$ cat src/rtl/pulse_link_defines.svh
`ifndef PULSE_LINK_DEFINES_SVH
`define PULSE_LINK_DEFINES_SVH
`define CLK_HZ         40000000
`define FAST_HZ        10000
`define SLOW_HZ        10
`define BLINK_HZ       1
`define FAST_HALF      (`CLK_HZ / (2 * `FAST_HZ))
`define SLOW_HALF      (`CLK_HZ / (2 * `SLOW_HZ))
`define BLINK_HALF     (`CLK_HZ / (2 * `BLINK_HZ))
`define CNT_W          30
`define CODE_MIN       3'h0
`define LINK_TIMEOUT   (`CLK_HZ / 2)
`endif

$ cat src/rtl/pulse_link_pkg.sv
package pulse_link_pkg;
	typedef logic [29:0] count_t;
	typedef logic [2:0]  code_t;
	typedef enum logic [2:0] {
		ST_IDLE = 3'b001,
		ST_HIGH = 3'b010,
		ST_LOW  = 3'b100
	} gen_state_e;
endpackage : pulse_link_pkg

$ cat src/rtl/pulse_chan_if.sv
`timescale 1ns/1ps
interface pulse_chan_if;
	logic        freq_mode;
	logic        slow;
	logic        load;
	logic [29:0] count;
	logic [31:0] half_period;
	logic        pulse;
	logic        busy;
	modport ctrl (output freq_mode, slow, load, count, half_period, input pulse, busy);
	modport gen  (input freq_mode, slow, load, count, half_period, output pulse, busy);
endinterface : pulse_chan_if

$ cat src/rtl/pulse_gen.sv
`timescale 1ns/1ps
`include "pulse_link_defines.svh"
module pulse_gen
	import pulse_link_pkg::*;
#(
	parameter int FAST_HALF = `FAST_HALF,
	parameter int SLOW_HALF = `SLOW_HALF
) (
	// Clock and reset
	input  wire logic   ref_clk,
	input  wire logic   rst_b,
	// Channel
	pulse_chan_if.gen   ch
);
	gen_state_e  state_q;
	logic [31:0] tick_q;
	count_t      pend_q;
	logic [31:0] half;
	count_t      pend_left;

	// Pending count once the current period ends, with any new delta folded in
	always_comb begin
		pend_left = pend_q - 30'h1;
		if (ch.load) begin
			pend_left = pend_q - 30'h1 + ch.count;
		end
	end

	always_comb begin
		if (ch.freq_mode) begin
			half = ch.half_period;
		end else if (ch.slow) begin
			half = 32'(SLOW_HALF);
		end else begin
			half = 32'(FAST_HALF);
		end
	end

	always_ff @(posedge ref_clk or negedge rst_b) begin
		if (!rst_b) begin
			state_q <= ST_IDLE;
			tick_q  <= 32'h0;
			pend_q  <= 30'h0;
		end else begin
			if (ch.load && !ch.freq_mode) begin
				pend_q <= pend_q + ch.count;
			end
			case (state_q)
				ST_IDLE: begin
					tick_q <= 32'h0;
					if (ch.freq_mode ? (ch.half_period != 32'h0) : (pend_q != 30'h0)) begin
						state_q <= ST_HIGH;
					end
				end
				ST_HIGH: begin
					if (tick_q + 32'h1 >= half) begin
						tick_q  <= 32'h0;
						state_q <= ST_LOW;
					end else begin
						tick_q <= tick_q + 32'h1;
					end
				end
				ST_LOW: begin
					if (tick_q + 32'h1 >= half) begin
						tick_q <= 32'h0;
						if (!ch.freq_mode) begin
							pend_q <= pend_left;
						end
						// Next period starts at once so the low phase stays one half
						if (ch.freq_mode ? (ch.half_period != 32'h0) : (pend_left != 30'h0)) begin
							state_q <= ST_HIGH;
						end else begin
							state_q <= ST_IDLE;
						end
					end else begin
						tick_q <= tick_q + 32'h1;
					end
				end
				default: state_q <= ST_IDLE;
			endcase
		end
	end

	assign ch.pulse = (state_q == ST_HIGH);
	assign ch.busy  = (state_q != ST_IDLE);
endmodule : pulse_gen

$ cat src/rtl/pulse_link_out.sv
`timescale 1ns/1ps
`include "pulse_link_defines.svh"
// Contract
// - The pairing code from the rotary selector is the address tying an input to an output module.
// - Data is accepted only from a partner carrying the identical pairing code.
// - The status indicator is steady on while the link is up and signals can pass.
// - The status indicator blinks when no matching partner exists or functions differ.
// - Both paired modules must be set to the same function for normal operation.
// - An input activity indicator is lit while a pulse is present on that input.
// - An output activity indicator is lit while that output drives a pulse.
// - Pairing code and configuration are sampled only once after power-up reset.
// - Counting mode emits the pulses as 50% square waves at 10 kHz or 10 Hz.
// - Frequency mode reproduces the measured frequency at 50% duty.
// - Counting mode outputs the new accumulated count minus the previous one.
// - The input side keeps a 30-bit accumulating counter across link loss.
// - Speed off selects 10 kHz and on selects 10 Hz, in counting mode only.
module pulse_link_out
	import pulse_link_pkg::*;
#(
	parameter int CH           = 2,
	parameter int FAST_HALF    = `FAST_HALF,
	parameter int SLOW_HALF    = `SLOW_HALF,
	parameter int BLINK_HALF   = `BLINK_HALF,
	parameter int LINK_TIMEOUT = `LINK_TIMEOUT
) (
	// Clock and reset
	input  wire logic                   ref_clk,
	input  wire logic                   rst_b,
	// Strap inputs
	input  wire pulse_link_pkg::code_t  pair_code,
	input  wire logic [CH-1:0]          freq_mode_sw,
	input  wire logic [CH-1:0]          slow_sw,
	// Link receive
	input  wire logic                   rx_valid,
	input  wire pulse_link_pkg::code_t  rx_code,
	input  wire logic                   rx_chan,
	input  wire logic                   rx_freq_mode,
	input  wire logic [29:0]            rx_value,
	input  wire logic                   rx_resync,
	// Pin outputs and indicators
	output logic [CH-1:0]               pulse_out,
	output logic [CH-1:0]               act_led,
	output logic                        status_led,
	output logic                        mismatch
);
	code_t          code_q;
	logic [CH-1:0]  fmode_q;
	logic [CH-1:0]  slow_q;
	logic           strap_q;
	logic [31:0]    blink_cnt_q;
	logic           blink_q;
	logic [31:0]    alive_q;
	logic           link_up_q;
	logic           func_bad_q;
	logic [CH-1:0]  have_last_q;
	count_t         last_q [CH];

	// Straps caught once after reset release
	always_ff @(posedge ref_clk or negedge rst_b) begin
		if (!rst_b) begin
			strap_q <= 1'b0;
			code_q  <= `CODE_MIN;
			fmode_q <= '0;
			slow_q  <= '0;
		end else if (!strap_q) begin
			strap_q <= 1'b1;
			code_q  <= pair_code;
			fmode_q <= freq_mode_sw;
			slow_q  <= slow_sw;
		end
	end

	wire frame_ok = strap_q && rx_valid && (rx_code == code_q);
	wire fmatch   = (rx_freq_mode == fmode_q[rx_chan]);

	// Link supervision
	always_ff @(posedge ref_clk or negedge rst_b) begin
		if (!rst_b) begin
			alive_q    <= 32'h0;
			link_up_q  <= 1'b0;
			func_bad_q <= 1'b0;
		end else if (frame_ok) begin
			alive_q    <= 32'(LINK_TIMEOUT);
			link_up_q  <= 1'b1;
			func_bad_q <= !fmatch;
		end else if (alive_q != 32'h0) begin
			alive_q <= alive_q - 32'h1;
		end else begin
			link_up_q <= 1'b0;
		end
	end

	// Blink divider
	always_ff @(posedge ref_clk or negedge rst_b) begin
		if (!rst_b) begin
			blink_cnt_q <= 32'h0;
			blink_q     <= 1'b0;
		end else if (blink_cnt_q + 32'h1 >= 32'(BLINK_HALF)) begin
			blink_cnt_q <= 32'h0;
			blink_q     <= !blink_q;
		end else begin
			blink_cnt_q <= blink_cnt_q + 32'h1;
		end
	end

	wire good = link_up_q && !func_bad_q;

	always_ff @(posedge ref_clk or negedge rst_b) begin
		if (!rst_b) begin
			status_led <= 1'b0;
			mismatch   <= 1'b0;
		end else begin
			status_led <= good ? 1'b1 : blink_q;
			mismatch   <= !good;
		end
	end

	genvar i;
	generate
		for (i = 0; i < CH; i++) begin : g_ch
			pulse_chan_if ch_if ();
			wire hit = frame_ok && fmatch && (rx_chan == 1'(i));

			// Delta of accumulated counts; first or resync frame only seeds the base
			always_ff @(posedge ref_clk or negedge rst_b) begin
				if (!rst_b) begin
					last_q[i]      <= 30'h0;
					have_last_q[i] <= 1'b0;
				end else if (hit && !fmode_q[i]) begin
					last_q[i]      <= rx_value;
					have_last_q[i] <= 1'b1;
				end else if (hit) begin
					// Frequency frames carry a half period in clocks
					last_q[i] <= rx_value;
				end
			end

			assign ch_if.freq_mode   = fmode_q[i];
			assign ch_if.slow        = slow_q[i] && !fmode_q[i];
			assign ch_if.load        = hit && !fmode_q[i] && have_last_q[i] && !rx_resync;
			assign ch_if.count       = rx_value - last_q[i];
			assign ch_if.half_period = (fmode_q[i] && link_up_q && !func_bad_q)
				? {2'h0, last_q[i]} : 32'h0;

			pulse_gen #(
				.FAST_HALF (FAST_HALF),
				.SLOW_HALF (SLOW_HALF)
			) u_gen (
				.ref_clk (ref_clk),
				.rst_b   (rst_b),
				.ch      (ch_if.gen)
			);

			always_ff @(posedge ref_clk or negedge rst_b) begin
				if (!rst_b) begin
					pulse_out[i] <= 1'b0;
					act_led[i]   <= 1'b0;
				end else begin
					pulse_out[i] <= ch_if.pulse;
					act_led[i]   <= ch_if.pulse;
				end
			end
		end
	endgenerate
endmodule : pulse_link_out

$ cat config.mk
export PLATFORM = sky130hd
export DESIGN_NAME = pulse_link_out
export DESIGN_NICKNAME = d
export VERILOG_FILES = /design/src/rtl/pulse_link_pkg.sv /design/src/rtl/pulse_chan_if.sv /design/src/rtl/pulse_gen.sv /design/src/rtl/pulse_link_out.sv
export VERILOG_INCLUDE_DIRS = /design/src /design/src/rtl
export SDC_FILE = /design/constraint.sdc
export NUM_CORES = 1
export LEC_CHECK = 0
export BUFFER_PORTS_ARGS = -buffer_cell sky130_fd_sc_hd__buf_2
export CAP_MARGIN = 20
export CORE_UTILIZATION = 65
export DETAILED_ROUTE_END_ITERATION = 10
export PLACE_DENSITY = 0.85
export REMOVE_ABC_BUFFERS = 1
export SYNTH_ARGS = -nofsm -noshare
export SYNTH_HDL_FRONTEND = slang
export SYNTH_SLANG_ARGS = --single-unit
$ cat constraint.sdc
create_clock -name ref_clk -period 11.36 [get_ports ref_clk]
set_input_delay 2.272 -clock ref_clk [delete_from_list [all_inputs] [get_ports ref_clk]]
set_output_delay 2.272 -clock ref_clk [all_outputs]
set_load 0.005 [all_outputs]
==> results_dict.tcl <==
set metrics [dict create \
    gp_congestion 0.9668 \
    multi_input_area_sq_um 17780 \
    synth_area_leaders "dfrtp_1 (26%), ha_1 (12%), xnor2_1 (6.4%)" \
    hold_start "have_last_q[1]$_DFFE_PN0P_" \
    critPathMostFrequentCell "o21ai_0" \
    grt_pass1_wl_mm 116.0 \
    synth_edf_count 0 \
    critical-path-top-delay-family "compound AO/OA/AOI/OAI gates" \
    finish.instance_area_sq_um 27340 \
    clk_latency_ns 0.61 \
    path_depth 24 \
    layout_setup_ws_ns 3.399 \
    met1_length_mm 30.35 \
    synth.distinct_cells 95 \
    synth_top_area_share_pct 26.44 \
    fin_util_pct 70.74 \
    die_area_sq_um 39960 \
    vias 24000 \
    avgRoutedWirePerCell_microns 19.70 \
    slew_violations 0 \
    hold_viol 0 \
    p_total_mw 6.455 \
    leakagePower_nw 12.21 \
    fill_cells 2995 \
    ys_warn_count 0 \
    tns_ns 0 \
    startpoint_type "input port" \
    wl_mm 71.56 \
    cts_buffers 30 \
    vias_per_cell 6.606 \
    dp_hpwl_mm 53.94 \
    cts_tree "done" \
    ys_async_sr_fraction_pct 100.0 \
    tightest_slew_ns 1.137 \
    path_clk_slew_ns 0.07 \
    vdd_ir_drop_max_mv 0.2873 \
    max_cap_violations 0 \
    max_freq_ghz 0.1256 \
    path_cells "buf_2, inv_1, ha_1, fa_1, nor2b_1, o21ai_0, a21boi_0, o311ai_0, o21ai_0, a21o_1, a21oi_1, xnor2_1, ha_1, and3_1, and3_1, nand3_1, o21ai_0, a211oi_1, o311ai_0, a31oi_1, a21o_1, a211oi_1, a311oi_1, xnor2_1" \
    cts_setup_buffers 0 \
    overflow 0 \
    top_layer "met5" \
    met2_length_mm 32.68 \
    yosys.area.top_type "dfrtp_1" \
    ys_seq_area_share_pct 26.65 \
    relSlewSlack_pct 23.42 \
    core_sq_um 38650 \
    crit_arrival_ns 8.44 \
    num_io_pins 52 \
    start_util_pct 65.87 \
    startpoint "rx_value[0]" \
    slowest_delay_ns 0.90 \
    synth_seq_cells 271 \
    synth.avg_cell_area_sq_um 8.239 \
    die_width_microns 199.9 \
    ys.flop_type "dfrtp_1" \
    netlist_area_sq_um 25460 \
    path_class "in -> reg" \
    skew_ns 0.02972 \
    rsz0062_at_grt "false" \
    regArea_sq_um 6784 \
    core.rowCount 72 \
    max-clock-path-buffers 3 \
    place_area_sq_um 26180 \
    min_period_ns 7.961 \
    cts.sinks 271 \
    cp.required_ns 11.84 \
    grt_max_degree 138 \
    powerDensity_nw_per_um2 236.1 \
    pre_cts_slack_ns 3.087 \
    die_h_microns 199.9 \
    grt_pass1_vias 23150 \
    drc_errors 0 \
    hold-path-cell-count 1 \
    fin_nets 3384 \
    drtIter0Drc 2064 \
    rr_startpoint "last_q[0]$_DFFE_PN0P_" \
    hp-class "reg -> reg" \
    io_buffers 51 \
    globalRouteTotalUtil_pct 35.89 \
    cts_resized 0 \
    synthCells 3090 \
    drive_gt1_share_pct 7.225 \
    status "finished clean" \
    cp_num_buf_inv 2 \
    hold_buffers 0 \
    ctsHtreeMaxLevel 1 \
    path_max_fanout 5 \
    reg2reg_depth 22 \
    setup_viol_count_final 0 \
    crit_path_end_kind "flip-flop" \
    wl_met3_mm 5.944 \
    crit_slowest_cell "o311ai_0" \
    r2r_slack_ns 4.82 \
    first_pass_iters 6 \
    antenna_left 0 \
    post-route-period-util_pct 70.08 \
    antenna_found_initial 3 \
    clockRootBuffer "clkbuf_16" \
    area_delta_synth_final_pct 7.392 \
]
-- Yosys cell counts (all sizes together), types with 38 or more instances --
cell type / number
nor2: 273
nand4: 49
inv: 137
dfrtp: 269
clkbuf: 94
o21ai: 182
a21oi: 228
nand3: 94
a21o: 110
ha: 241
mux2: 40
xnor2: 187
xor2: 143
nor4: 55
a211oi: 49
nor2b: 38
nand2: 274
nor3: 59
and3: 51
-- worst reg2reg max path, stage by stage (launching register included) --
cell and delay, ns:
dfrtp_1 0.44, ha_1 0.24, fa_1 0.42, nor2b_1 0.13, o21ai_0 0.10, a21boi_0 0.41, o311ai_0 0.33, o21ai_0 0.48
a21o_1 0.19, a21oi_1 0.08, xnor2_1 0.20, ha_1 0.40, and3_1 0.23, and3_1 0.17, nand3_1 0.06, o21ai_0 0.52
a211oi_1 0.24, o311ai_0 0.90, a31oi_1 0.23, a21o_1 0.21, a211oi_1 0.22, a311oi_1 0.08, xnor2_1 0.16
-- final timing paths --
check,endpoint
setup / recovery,g_ch[1].u_gen.pend_q[29]$_DFF_PN0_
hold / removal,have_last_q[1]$_DFFE_PN0P_
setup reg to reg,g_ch[1].u_gen.pend_q[29]$_DFF_PN0_
hold reg to reg,have_last_q[1]$_DFFE_PN0P_
max in group asynchronous,last_q[46]$_DFFE_PN0P_
min in group asynchronous,g_ch[0].u_gen.tick_q[19]$_DFFE_PN0N_
-- through the flow --
stage,cells,hold WS (ns)
global placement,3576,0.4482
finish,3633,0.4736
floorplan,2985,0.4200
global route,3633,0.4997
CTS,3632,0.4714
detailed placement,3577,0.4539
-- cells in the final DEF, fill, tap and decap left out, types with 28 or more instances in the layout --
master,count
a211oi_1,49
a21o_1,110
a21oi_1,225
a32o_1,32
and3_1,50
buf_2,50
clkbuf_16,30
dfrtp_1,269
ha_1,241
inv_1,137
mux2_2,40
nand2_1,274
nand3_1,92
nand4_1,49
nor2_1,272
nor2b_1,38
nor3_1,59
nor4_1,48
o21a_1,29
o21ai_0,175
o21bai_1,28
or3_1,32
xnor2_1,187
xor2_1,143
-- registers in the layout, indices dropped and copies added (netlist names) --
signal              flops
func_bad_q              1
last_q                 60
blink_cnt_q            32
strap_q                 1
blink_q                 1
have_last_q             2
code_q                  3
slow_q                  2
mismatch                1
g_ch.u_gen.tick_q      64
g_ch.u_gen.state_q      6
fmode_q                 2
alive_q                32
link_up_q               1
g_ch.u_gen.pend_q      60
act_led                 2
status_led              1
-- cell families (layout without fill, tap and decap cells) --
group | count (synthesis) | count (layout) | share of synthesized area [%]
simple gates | 1076 | 1076 | 21.12
compound gates | 855 | 855 | 22.15
xor+xnor | 330 | 330 | 11.35
flops | 271 | 271 | 26.65
buf+inv | 249 | 267 | 3.779
fa+ha+maj | 247 | 247 | 12.32
mux | 60 | 60 | 2.605
other cells | 2 | 9 | 0.02950
-- layout make-up --
cell class | count | area share (%)
well taps | 518 | 2.371
diodes | 1 | 0.009153
inverters | 138 | 1.895
flip-flops and latches | 271 | 24.81
clock inverters | 17 | 1.176
multi-input cells | 2576 | 65.03
repair buffers | 74 | 1.629
clock buffers | 38 | 3.075
-- where the power goes --
part / total [mW] / internal, mW / switching, mW
combinational: 4.00 / 1.59 / 2.41
clock: 1.15 / 0.708 / 0.446
sequential: 1.30 / 1.11 / 0.186
-- metal layers --
metal | track usage (%) | vias to the layer above
met3 | 6.032 | 194
met5 | 0 | -
met1 | 47.76 | 11530
met2 | 59.01 | 1002
li1 | - | 11280
met4 | 12.27 | 2
(Power assumes the default switching activity.)
